`src/design/tprs_pkg.sv`:
```
// package of constants for the transmit power ramp shaper
package tprs_pkg;
  localparam int          TPRS_ENTRIES    = 8;
  localparam int          TPRS_IDX_W      = 3;
  localparam int          TPRS_PWR_W      = 8;
  localparam logic [7:0]  TPRS_PWR_RESET  = 8'hc6;
  localparam int          TPRS_SUBSTEPS   = 8;
  localparam logic [2:0]  TPRS_IDX_ZERO   = 3'h0;
  localparam logic [2:0]  TPRS_IDX_ONE    = 3'h1;

  typedef enum logic [1:0] {
    TPRS_OFF  = 2'b00,
    TPRS_UP   = 2'b01,
    TPRS_HOLD = 2'b10,
    TPRS_DOWN = 2'b11
  } tprs_state_t;
endpackage

```
`src/design/tprs_shaper.sv`:
```
// transmit power ramp and ask shaping selector
// Contract
// - eight-entry power table, 3-bit top index
// - ramp index 0 up to top, back down
// - ask counter up on one, down zero
// - counter steps eight times per symbol
// - counter saturates at top and zero; indexes
// - table resets to 0xc6
`timescale 1ns/100ps
`default_nettype none
module tprs_shaper
  import tprs_pkg::*;
#(
  parameter int N_ENTRIES = TPRS_ENTRIES
) (
  input  wire logic                  sys_clk,          // 10 mhz clock
  input  wire logic                  reset_n,          // async reset, active low
  input  wire logic                  tbl_wr_en,        // table write strobe
  input  wire logic [TPRS_IDX_W-1:0] tbl_wr_idx,       // entry written
  input  wire logic [TPRS_PWR_W-1:0] tbl_wr_data,      // value written
  input  wire logic [TPRS_IDX_W-1:0] ramp_top_index,   // highest entry used
  input  wire logic                  ask_mode,         // ask shaping on
  input  wire logic                  tx_active,        // transmission in progress
  input  wire logic                  sub_tick,         // 8x symbol rate strobe
  input  wire logic                  tx_symbol,        // current symbol value
  output logic [TPRS_PWR_W-1:0]      amp_setting_word, // amplifier word
  output logic [TPRS_IDX_W-1:0]      cur_index         // selected entry
);
  // ------------------------------------------------------------
  // power level table
  // ------------------------------------------------------------
  logic [TPRS_PWR_W-1:0] power_level_table_reg  [N_ENTRIES];
  logic [TPRS_PWR_W-1:0] power_level_table_next [N_ENTRIES];

  always_comb begin
    for (int i = 0; i < N_ENTRIES; i++) begin
      power_level_table_next[i] = power_level_table_reg[i];
    end
    if (tbl_wr_en) begin
      power_level_table_next[tbl_wr_idx] = tbl_wr_data;
    end
  end

  always_ff @(posedge sys_clk or negedge reset_n) begin
    if (!reset_n) begin
      for (int i = 0; i < N_ENTRIES; i++) begin
        power_level_table_reg[i] <= TPRS_PWR_RESET;
      end
    end else begin
      for (int i = 0; i < N_ENTRIES; i++) begin
        power_level_table_reg[i] <= power_level_table_next[i];
      end
    end
  end

  // ------------------------------------------------------------
  // ramp sequencer and shaping counter
  // ------------------------------------------------------------
  tprs_state_t           state_reg, state_next;
  logic [TPRS_IDX_W-1:0] idx_reg, idx_next;
  logic [TPRS_IDX_W-1:0] idx_base;
  logic [TPRS_PWR_W-1:0] pwr_reg, pwr_next;

  // ------------------------------------------------------------
  // index arithmetic; the steps are shared by ramp and shaping paths, the clamp is used by the ramp only
  // ------------------------------------------------------------
  // one step towards top; an index above top falls back to top
  function automatic logic [TPRS_IDX_W-1:0] idx_step_up(
    input logic [TPRS_IDX_W-1:0] idx,
    input logic [TPRS_IDX_W-1:0] top
  );
    if (idx < top) begin
      return idx + TPRS_IDX_ONE;
    end else begin
      return top;
    end
  endfunction

  // one step towards zero, saturating there
  function automatic logic [TPRS_IDX_W-1:0] idx_step_down(
    input logic [TPRS_IDX_W-1:0] idx
  );
    if (idx != TPRS_IDX_ZERO) begin
      return idx - TPRS_IDX_ONE;
    end else begin
      return TPRS_IDX_ZERO;
    end
  endfunction

  // pulls a stale index back under a lowered top
  function automatic logic [TPRS_IDX_W-1:0] idx_clamp(
    input logic [TPRS_IDX_W-1:0] idx,
    input logic [TPRS_IDX_W-1:0] top
  );
    if (idx > top) begin
      return top;
    end else begin
      return idx;
    end
  endfunction

  always_comb begin
    state_next = state_reg;
    idx_next   = idx_reg;
    idx_base   = idx_clamp(idx_reg, ramp_top_index);
    if (ask_mode) begin
      state_next = TPRS_OFF;
      if (sub_tick) begin
        if (tx_symbol) begin
          idx_next = idx_step_up(idx_reg, ramp_top_index);
        end else begin
          idx_next = idx_step_down(idx_reg);
        end
      end
    end else begin
      unique case (state_reg)
        TPRS_OFF: begin
          idx_next = TPRS_IDX_ZERO;
          if (tx_active) begin
            state_next = (ramp_top_index == TPRS_IDX_ZERO) ? TPRS_HOLD : TPRS_UP;
          end
        end
        TPRS_UP: begin
          idx_next = idx_base;
          if (!tx_active) begin
            state_next = TPRS_DOWN;
          end else if (sub_tick) begin
            idx_next = idx_step_up(idx_base, ramp_top_index);
            if (idx_next == ramp_top_index) begin
              state_next = TPRS_HOLD;
            end
          end
        end
        TPRS_HOLD: begin
          idx_next = idx_base;
          if (!tx_active) begin
            state_next = (idx_base == TPRS_IDX_ZERO) ? TPRS_OFF : TPRS_DOWN;
          end
        end
        TPRS_DOWN: begin
          idx_next = idx_base;
          if (tx_active) begin
            state_next = TPRS_UP;
          end else if (sub_tick) begin
            idx_next = idx_step_down(idx_base);
            if (idx_base <= TPRS_IDX_ONE) begin
              state_next = TPRS_OFF;
            end
          end
        end
      endcase
    end
    // next table contents, so a write to the selected entry shows at once
    pwr_next = power_level_table_next[idx_next];
  end

  always_ff @(posedge sys_clk or negedge reset_n) begin
    if (!reset_n) begin
      state_reg <= TPRS_OFF;
      idx_reg   <= TPRS_IDX_ZERO;
      pwr_reg   <= TPRS_PWR_RESET;
    end else begin
      state_reg <= state_next;
      idx_reg   <= idx_next;
      pwr_reg   <= pwr_next;
    end
  end

  assign amp_setting_word = pwr_reg;
  assign cur_index        = idx_reg;

  // ------------------------------------------------------------
  // checks
  // ------------------------------------------------------------
  AST_TABLE_OUT: assert property (@(posedge sys_clk) disable iff (!reset_n)
    ##1 amp_setting_word == power_level_table_reg[cur_index])
    else $error("amplifier word differs from selected entry");
  AST_ASK_UP: assert property (@(posedge sys_clk) disable iff (!reset_n)
    ask_mode && sub_tick && tx_symbol && cur_index < ramp_top_index
    |=> cur_index == $past(cur_index) + 3'h1)
    else $error("ask counter failed to count up");
  AST_ASK_DOWN: assert property (@(posedge sys_clk) disable iff (!reset_n)
    ask_mode && sub_tick && !tx_symbol && cur_index != 3'h0
    |=> cur_index == $past(cur_index) - 3'h1)
    else $error("ask counter failed to count down");
  AST_ASK_IDLE: assert property (@(posedge sys_clk) disable iff (!reset_n)
    ask_mode && !sub_tick && $stable(ramp_top_index) && cur_index <= ramp_top_index
    |=> $stable(cur_index))
    else $error("ask counter moved without a step strobe");
  AST_ASK_SAT: assert property (@(posedge sys_clk) disable iff (!reset_n)
    ask_mode && sub_tick && tx_symbol && cur_index == ramp_top_index
    |=> cur_index == $past(ramp_top_index))
    else $error("ask counter passed top index");
  AST_RAMP_TOP: assert property (@(posedge sys_clk) disable iff (!reset_n)
    !ask_mode && tx_active && $stable(ramp_top_index) |-> cur_index <= ramp_top_index)
    else $error("ramp index above top");
  AST_RAMP_STEP: assert property (@(posedge sys_clk) disable iff (!reset_n)
    !ask_mode && $past(!ask_mode) |-> cur_index == $past(cur_index)
      || cur_index == $past(cur_index) + 3'h1 || cur_index == $past(cur_index) - 3'h1
      || cur_index == $past(ramp_top_index) || cur_index == 3'h0)
    else $error("ramp skipped an entry");
  AST_RAMP_DONE: assert property (@(posedge sys_clk) disable iff (!reset_n)
    state_reg == TPRS_OFF && !ask_mode |=> cur_index == 3'h0)
    else $error("idle index not zero");
  AST_WRITE: assert property (@(posedge sys_clk) disable iff (!reset_n)
    tbl_wr_en |=> power_level_table_reg[$past(tbl_wr_idx)] == $past(tbl_wr_data))
    else $error("table write lost");
  AST_RAMP_START: assert property (@(posedge sys_clk) disable iff (!reset_n)
    !ask_mode && state_reg == TPRS_OFF && tx_active && ramp_top_index != TPRS_IDX_ZERO
    |=> state_reg == TPRS_UP && cur_index == TPRS_IDX_ZERO)
    else $error("ramp did not start from entry zero");
  AST_RAMP_FLAT: assert property (@(posedge sys_clk) disable iff (!reset_n)
    !ask_mode && state_reg == TPRS_OFF && tx_active && ramp_top_index == TPRS_IDX_ZERO
    |=> state_reg == TPRS_HOLD && cur_index == TPRS_IDX_ZERO)
    else $error("zero top did not hold entry zero");
  AST_RAMP_UP: assert property (@(posedge sys_clk) disable iff (!reset_n)
    !ask_mode && state_reg == TPRS_UP && tx_active && sub_tick && cur_index < ramp_top_index
    |=> cur_index == $past(cur_index) + TPRS_IDX_ONE)
    else $error("ramp up missed a step");
  AST_RAMP_DOWN: assert property (@(posedge sys_clk) disable iff (!reset_n)
    !ask_mode && state_reg == TPRS_DOWN && !tx_active && sub_tick && cur_index != TPRS_IDX_ZERO
    && cur_index <= ramp_top_index |=> cur_index == $past(cur_index) - TPRS_IDX_ONE)
    else $error("ramp down missed a step");
endmodule // tprs_shaper
`default_nettype wire

```
`config.mk`:
```
export PLATFORM = sky130hd
export DESIGN_NAME = tprs_shaper
export DESIGN_NICKNAME = d
export VERILOG_FILES = /design/src/design/tprs_pkg.sv /design/src/design/tprs_shaper.sv
export SDC_FILE = /design/constraint.sdc
export NUM_CORES = 1
export LEC_CHECK = 0
export ABC_CLOCK_PERIOD_IN_PS = 5100
export BUFFER_PORTS_ARGS = -buffer_cell sky130_fd_sc_hd__buf_4
export CELL_PAD_IN_SITES_DETAIL_PLACEMENT = 1
export CELL_PAD_IN_SITES_GLOBAL_PLACEMENT = 1
export CORE_ASPECT_RATIO = 1.25
export CORE_MARGIN = 5
export CORE_UTILIZATION = 40
export CTS_CLUSTER_DIAMETER = 200
export DETAILED_ROUTE_END_ITERATION = 10
export GPL_TIMING_DRIVEN = 0
export MAX_ROUTING_LAYER = met4
export PLACE_DENSITY_LB_ADDON = 0.3
export SLEW_MARGIN = 30
export SYNTH_ARGS = -nofsm -noshare
export SYNTH_HDL_FRONTEND = slang
export SYNTH_SLANG_ARGS = --single-unit
```
`constraint.sdc`:
```
create_clock -name sys_clk -period 5.1 [get_ports sys_clk]
set_input_delay 1.02 -clock sys_clk [delete_from_list [all_inputs] [get_ports sys_clk]]
set_output_delay 1.02 -clock sys_clk [all_outputs]
set_load 0.01 [all_outputs]
```
==> results of run 1 <==
==> placed cells by master (no fill, tap or decap), types with 4 or more instances in the layout <==
cell type   n
a211oi_1    4
a21oi_1    35
buf_4      26
buf_6       5
clkbuf_1   19
clkbuf_16   9
clkbuf_2    5
dfrtp_1    41
dfstp_2    36
ha_1       10
inv_1      13
mux2_2     64
mux2i_1     7
nand2_1     9
nand2b_1    4
nand3_1     8
nor2_1     15
nor3_1     39
nor4_1     28
nor4_2      4
o21ai_0     8
or4_1       9
==> power by group through the flow <==
stage               Clock, mW  Combinational, mW  Sequential (mW)
floorplan                   0               1.10            0.896
global placement            0               1.57            0.887
detailed placement          0               1.60            0.901
CTS                     0.616               1.66            0.891
global route            0.648               1.83            0.906
finish                  0.606               1.70            0.889
==> metal layers <==
metal | global-route usage | vias to the layer above | share of wire
met5 | - | - | 0
met4 | 0.08994 | 0 | 0.034
met3 | 0.04503 | 30 | 0.033
met2 | 0.3844 | 87 | 0.53
met1 | 0.2330 | 1897 | 0.40
li1 | - | 1739 | -
==> cells by family (layout without fill, tap and decap cells) <==
logic type	count (synthesis)	in the layout	synth area share
flops	77	77	0.4284
mux	72	72	0.1767
simple gates	139	139	0.1710
fa+ha+maj	11	11	0.02990
xor+xnor	4	4	0.007612
buf+inv	49	91	0.05789
compound gates	86	86	0.1286
==> cells in the mapped netlist, types with 9 or more instances <==
cell,number
mux2_2,64
dfrtp_1,41
nor3_1,41
dfstp_2,36
a21oi_1,35
nor4_1,32
clkbuf_1,20
nor2_1,15
inv_1,14
ha_1,11
nand2_1,9
or4_1,9
==> path summary, 6_finish.rpt <==
kind,depth (start not counted),end,slack (ns),start
worst max-delay path,16,amp_setting_word[4],0.22,ramp_top_index[1]
worst min-delay path,1,power_level_table_reg[11],0.50,power_level_table_reg[11]
worst max register to register,16,amp_setting_word[4],0.62,cur_index[0]
worst min register to register,1,power_level_table_reg[11],0.50,power_level_table_reg[11]
max in group asynchronous,1,power_level_table_reg[48],3.92,reset_n
min in group asynchronous,1,power_level_table_reg[4],0.69,reset_n
==> metrics by stage <==
stage                     hold slack, ns  power [mW]  cells  utilization
after floorplan                   0.4712       1.998    438            -
after global placement            0.4786       2.459    598       0.4432
after detailed placement          0.4881       2.504    599       0.4457
after CTS                         0.5005       3.164    615       0.4745
after global routing              0.5113       3.386    615       0.4774
final                             0.4961       3.191    615       0.4774
==> cell type report <==
cell class / instances / share of cell area
repair buffers: 26 / 0.03724
inverters: 17 / 0.01733
clock buffers: 15 / 0.05199
multi-input cells: 312 / 0.4567
clock inverters: 1 / 0.0009368
plain buffers: 32 / 0.03513
flip-flops and latches: 77 / 0.3691
well taps: 135 / 0.03162
==> what timing repair did <==
action / CTS / global route
endpoints found under the setup margin: 8 / 8
pin swaps: 0 / 1
gates cloned: 0 / 0
gates resized for setup: 9 / 10
==> metrics.csv, run 1 <==
stage,metric,value,unit
outcome,status,finished clean,
cts,Clock Latency Late Sink,0.34,ns
critical_path,Crit path required time,5.30,ns
critical_path,CP arrival,5.08,ns
timing,final count of negative-setup-slack endpoints,0,
power,Sw Share,0.4274,
logic_synthesis,ys async rst share,1.000,
cts,Clock Tree Root,clkbuf_16,
floorplan,DIE HEIGHT,129.9,um
logic_synthesis,Mapped Cells,438,
grt,Tot GR Track Use,0.2151,
grt,initial antenna violation count,0,
cts,CTS Hold Bufs,0,
layout,share of cells above drive strength 1,0.3729,
critical_path,Buf/Inv on CP,5,
floorplan,Die Width,106.0,um
layout,register area,0.001972,mm^2
logic_synthesis,Seq cells post-synth,77,
timing,Max Clock Freq,205.1,MHz
critical_path,"slowest stage cell, crit path",or4_1,
timing,slew at the pin closest to its max-slew limit,0.8718,ns
timing,endpoints failing hold,0,
logic_synthesis,"EDFF count, synth",0,
critical_path,CP Max Fanout,10,
placement,pre-CTS WS,-0.5948,ns
detailed_routing,Via-to-Cell Ratio,6.102,
detailed_routing,Detail Route Antenna Nets,0,
power,cell area power density,597.2,mW/mm^2
floorplan,row count,43,
cts,CTS max path bufs,2,
critical_path,CP cell instances,"buf_4, clkinvlp_4, ha_2, nand2_2, a311o_1, a32o_1, o21ai_0, inv_1, ha_1, or4_1, and3_1, clkbuf_2, clkbuf_1, nor3_1, nor4_2, or4_1",
logic_synthesis,syn nets,470,
grt,vias in the first global route,4135,
logic_synthesis,synth unique cells,66,
timing,Max-slew headroom,0.4156,
cts,TritonCTS Buffers,9,
logic_synthesis,Synth Flop Type,dfrtp_1,
logic_synthesis,register area share after synthesis,0.4284,
detailed_routing,final WL,13.74,mm
timing,clock skew,0.003343,ns
layout,multi-input logic area,0.002440,mm^2
detailed_routing,Detailed Route Iter0 Violations,197,
grt,grt ovf,0,
detailed_routing,Via Count,3753,
power,sw power,1.364,mW
power,P_leak,2.110,nW
floorplan,Core Area,0.01119,mm^2
placement,placed instance area,0.004987,mm^2
logic_synthesis,Synth area leaders,"dfrtp_1 (22%), dfstp_2 (21%), mux2_2 (16%)",
layout,diode count,0,
critical_path,Crit Path Class,in -> reg,
placement,Final HPWL DP,9.804,mm
cts,Worst-path clk slew,0.05,ns
placement,Final GP Congestion,0.8926,
detailed_routing,drt pass-1 iters,4,
logic_synthesis,leading area contributor after synthesis,dfrtp_1,
worst_hold_path,Hold Crit Class,reg -> reg,
timing,Final Cycle Share,0.9562,
critical_path,CP top delay family,simple AND/OR/NAND/NOR gates,
cts,setup bufs post-CTS,0,
layout,max reg flops,64,
logic_synthesis,Yosys warning total,0,
grt,first-pass GRT wire length,22.27,mm
logic_synthesis,Avg Inst Size Synth,10.51,um^2
logic_synthesis,Post-Syn Area,0.004603,mm^2
floorplan,I/O pin count,32,
floorplan,Starting Density,0.4113,
floorplan,Die Area,0.01377,mm^2
critical_path,Setup crit start kind,primary input,
critical_path,critical path capture point type,flip-flop,
critical_path,cell mode on critical path,or4_1,
cts,CTS Sinks,77,
grt,pin count of the biggest net entering global routing,78,
layout,# fillers,1247,
timing,fin worst setup slack,0.2236,ns
layout,nets,507,
cts,H-tree levels,3,
critical_path,CP max stage delay,0.55,ns
timing,sum of negative setup slack,0,ns
power,sequential share of power,0.279,
detailed_routing,number of remaining DRC errors,0,
power,Clk pwr share,0.190,
logic_synthesis,post-synth top area share,0.2229,
run,Max-Cap Viols,0,
detailed_routing,Wirelength per Cell,22.34,um
layout,cell area after layout,0.005343,mm^2
layout,Layout area overhead,16.06,%
power,Logic pwr share,0.531,
cts,CTS tree,done,
power,total internal power,1.827,mW
placement,# port buffers,25,
timing,unrepaired setup endpoints after global routing,false,
power,Worst VDD drop,0.2512,mV
timing,Final Max Slew Viols,0,
timing,post-layout min period,4.876,ns
No activity file was read; power rests on OpenSTA's default activity.
==> run 2: changes to the inputs <==
--- a/config.mk
+++ b/config.mk
@@ -7,2 +7,3 @@
 export LEC_CHECK = 0
+export ABC_AREA = 1
 export ABC_CLOCK_PERIOD_IN_PS = 5100
--- a/constraint.sdc
+++ b/constraint.sdc
@@ -3,2 +3,2 @@
 set_output_delay 1.02 -clock sys_clk [all_outputs]
-set_load 0.01 [all_outputs]
+set_load 0.05 [all_outputs]
==> run 2 against run 1 <==
Cell count is 15% higher. Via count rose by 2.9%. Routed wire length shrank 5.1%. Utilization increased by 0.13 points. Clock-buffer cell count grew 1. Design area decreased by 8.5%. Total power down 12%. Clock power grew 2%. Maximum frequency increased by 19%. Combinational power is 22% lower. First-iteration DRC count fell by 41%.
==> metrics.csv, run 2 <==
stage,metric,value,unit
floorplan,Core Area,0.01021,mm^2
logic_synthesis,adder-cell share of the synthesized area,0.03273,
logic_synthesis,"EDFF count, synth",0,
grt,vias in the first global route,4173,
logic_synthesis,synth unique cells,33,
detailed_routing,Detail Route Antenna Nets,0,
timing,Final Cycle Share,0.8020,
cts,CTS Sinks,77,
critical_path,Worst R2R Path Depth,24,
worst_hold_path,Hold EP,power_level_table_reg[20],
timing,Final Max Slew Viols,0,
power,cell area power density,574.3,mW/mm^2
layout,most frequent cells in the layout,"nand2_1 (138), nand3_1 (95), o21ai_0 (72), dfrtp_1 (41), inv_1 (37)",
cts,Clock Tree Root,clkbuf_16,
logic_synthesis,complex-gate fraction of the synthesized area,0.1267,
logic_synthesis,Synth Area in XOR/XNOR,0.002083,
critical_path,CP Max Fanout,10,
floorplan,DIE HEIGHT,124.6,um
timing,sum of negative setup slack,0,ns
timing,endpoints failing hold,0,
logic_synthesis,Mapped Cells,531,
cts,H-tree levels,3,
timing,final count of negative-setup-slack endpoints,0,
power,total internal power,1.589,mW
logic_synthesis,leading area contributor after synthesis,dfrtp_1,
detailed_routing,Via-to-Cell Ratio,5.472,
timing,Max-slew headroom,0.5389,
detailed_routing,drt pass-1 iters,4,
worst_hold_path,Hold Crit Class,reg -> reg,
grt,initial antenna violation count,0,
cts,CTS Hold Bufs,0,
floorplan,row count,41,
detailed_routing,number of remaining DRC errors,0,
timing,post-layout min period,4.090,ns
cts,CTS tree,done,
cts,CTS max path bufs,2,
critical_path,Setup crit start kind,primary input,
power,Clk pwr share,0.220,
power,sequential share of power,0.308,
detailed_routing,final WL,13.04,mm
logic_synthesis,Synth Flop Type,dfrtp_1,
placement,placed instance area,0.004592,mm^2
layout,Layout area overhead,16.22,%
floorplan,Die Width,101.7,um
worst_hold_path,worst hold path cell count,2,
power,P_leak,2.312,nW
run,Max-Cap Viols,0,
timing,clock skew,0.005433,ns
power,Logic pwr share,0.472,
logic_synthesis,multiplexer area fraction after synthesis,0,
timing,Max Clock Freq,244.5,MHz
cts,Worst-path clk slew,0.05,ns
logic_synthesis,Post-Syn Area,0.004205,mm^2
placement,Final GP Congestion,0.8821,
placement,# port buffers,30,
critical_path,Crit Path Class,in -> reg,
layout,"commonest non-fill, non-tap cell in the layout",nand2_1,
power,Worst VDD drop,0.2191,mV
logic_synthesis,Synth area leaders,"dfrtp_1 (24%), dfstp_2 (22%), nand2_1 (12%)",
logic_synthesis,synth cell count leaders,"nand2_1 (138), nand3_1 (95), o21ai_0 (72)",
detailed_routing,Detailed Route Iter0 Violations,117,
floorplan,I/O pin count,32,
detailed_routing,Via Count,3863,
cts,TritonCTS Buffers,9,
floorplan,Starting Density,0.4119,
detailed_routing,Wirelength per Cell,18.47,um
cts,CTS resizes,0,
logic_synthesis,Simple-Gate Fraction of Synth Area,0.3047,
timing,unrepaired setup endpoints after global routing,false,
placement,Final HPWL DP,9.544,mm
cts,Clock Latency Late Sink,0.34,ns
critical_path,critical path capture point type,flip-flop,
logic_synthesis,top-count cell post-synth,nand2_1,
layout,cell area after layout,0.004887,mm^2
logic_synthesis,syn nets,563,
critical_path,Crit path required time,5.37,ns
layout,nets,604,
grt,grt ovf,0,
grt,pin count of the biggest net entering global routing,78,
power,sw power,1.217,mW
outcome,status,finished clean,
power,Sw Share,0.4337,
layout,max reg flops,64,
logic_synthesis,Yosys warning total,0,
floorplan,Die Area,0.01268,mm^2
grt,first-pass GRT wire length,21.10,mm
layout,share of cells above drive strength 1,0.2028,
critical_path,CP arrival,4.36,ns
logic_synthesis,largest family of logic cells by synthesized area,simple AND/OR/NAND/NOR gates,
logic_synthesis,post-synth top area share,0.2440,
cts,setup bufs post-CTS,0,
critical_path,R2R Setup Slk,1.50,ns
logic_synthesis,ys async rst share,1.000,
timing,slew at the pin closest to its max-slew limit,0.6916,ns
worst_hold_path,min-delay src,power_level_table_reg[20],
grt,Tot GR Track Use,0.2184,
logic_synthesis,Seq cells post-synth,77,
critical_path,RR Endpoint,amp_setting_word[7],
logic_synthesis,Avg Inst Size Synth,7.920,um^2
logic_synthesis,register area share after synthesis,0.4689,
critical_path,Crit Reg-Reg Startpoint,cur_index[0],
layout,diode count,0,
-- run 2: cell types whose count changed in the layout (fill, tap and decap cells not counted), moves of 8 or more --
cell / previous run / this run
nand2_2: 1 / 13
nand2_1: 9 / 138
nand3_1: 8 / 95
o21ai_0: 8 / 72
inv_1: 13 / 37
nor3_1: 39 / 2
nor4_1: 28 / 1
mux2_2: 64 / 0
or4_1: 9 / 0
nand3_2: 0 / 8
a21oi_1: 35 / 14
-- run 2: how the worst max path moves through the flow --
| stage | from | to | slack (ns) |
|---|---|---|---|
| floorplan | ramp_top_index[2] | amp_setting_word[5] | 1.51 |
| global placement | ramp_top_index[2] | amp_setting_word[7] | 0.84 |
| detailed placement | ramp_top_index[2] | amp_setting_word[7] | 0.71 |
| CTS | ramp_top_index[2] | amp_setting_word[7] | 1.05 |
| global route | ramp_top_index[2] | amp_setting_word[7] | 0.73 |
| finish | ramp_top_index[2] | amp_setting_word[7] | 1.01 |
-- run 2: logic make-up (layout without fill, tap and decap cells) --
| family | Yosys count | in the layout |
|---|---|---|
| DFF | 77 | 77 |
| xor gates and xnor gates | 1 | 1 |
| AOI/OAI and AO/OA | 98 | 98 |
| and+or+nand+nor | 282 | 282 |
| buffers and inverters | 62 | 108 |
| adders and majority gates | 11 | 11 |
-- run 2: power by group through the flow --
stage | Combinational (mW) | Clock [mW] | Sequential [mW]
global placement | 1.28 | 0 | 0.867
detailed placement | 1.32 | 0 | 0.874
floorplan | 0.812 | 0 | 0.990
global route | 1.46 | 0.656 | 0.880
CTS | 1.33 | 0.625 | 0.865
finish | 1.32 | 0.618 | 0.864
-- run 2: per-stage QoR --
step                      setup WS, ns    util  total power, mW  hold WS (ns)  instances
after CTS                        1.049  0.4784            2.821        0.5017        706
after global placement          0.8416  0.4498            2.148        0.4764        690
final                            1.010  0.4787            2.807        0.4984        706
after global routing            0.7307  0.4787            2.998        0.5340        706
after floorplan                  1.509       -            1.802        0.4617        531
after detailed placement        0.7142  0.4498            2.193        0.4840        690
-- run 2: final cells by class --
cell class | count | area (um^2)
sequential | 77 | 1972
clock buffer | 16 | 291.5
buffer | 21 | 116.4
inverter | 41 | 156.4
multi-input combinational | 392 | 1961
tap | 129 | 161.4
timing repair buffer | 30 | 229.0
fill | 1274 | 5321
-- run 2: per-layer routing --
metal	vias up	part of all wire	GRT usage
met5	-	0	-
met4	0	0.023	0.06808
met3	22	0.030	0.02801
met2	70	0.53	0.3848
met1	1914	0.41	0.2540
li1	1857	-	-
-- run 2: worst max-delay path, cell delays in order --
cell and delay, ns:
buf_4 0.12, inv_1 0.20, ha_1 0.32, a21oi_2 0.17, nand2_1 0.11, buf_6 0.16
nand2_2 0.07, nand2_2 0.13, inv_1 0.14, ha_1 0.26, a21oi_1 0.22, inv_1 0.10
a21oi_4 0.21, nand2_2 0.10, nand2_2 0.07, nand2_1 0.05, nand2_1 0.08, nand3_2 0.09
nand2_4 0.15, inv_4 0.08, buf_6 0.16, nand3_1 0.10, nand3_1 0.11, nand2_1 0.11
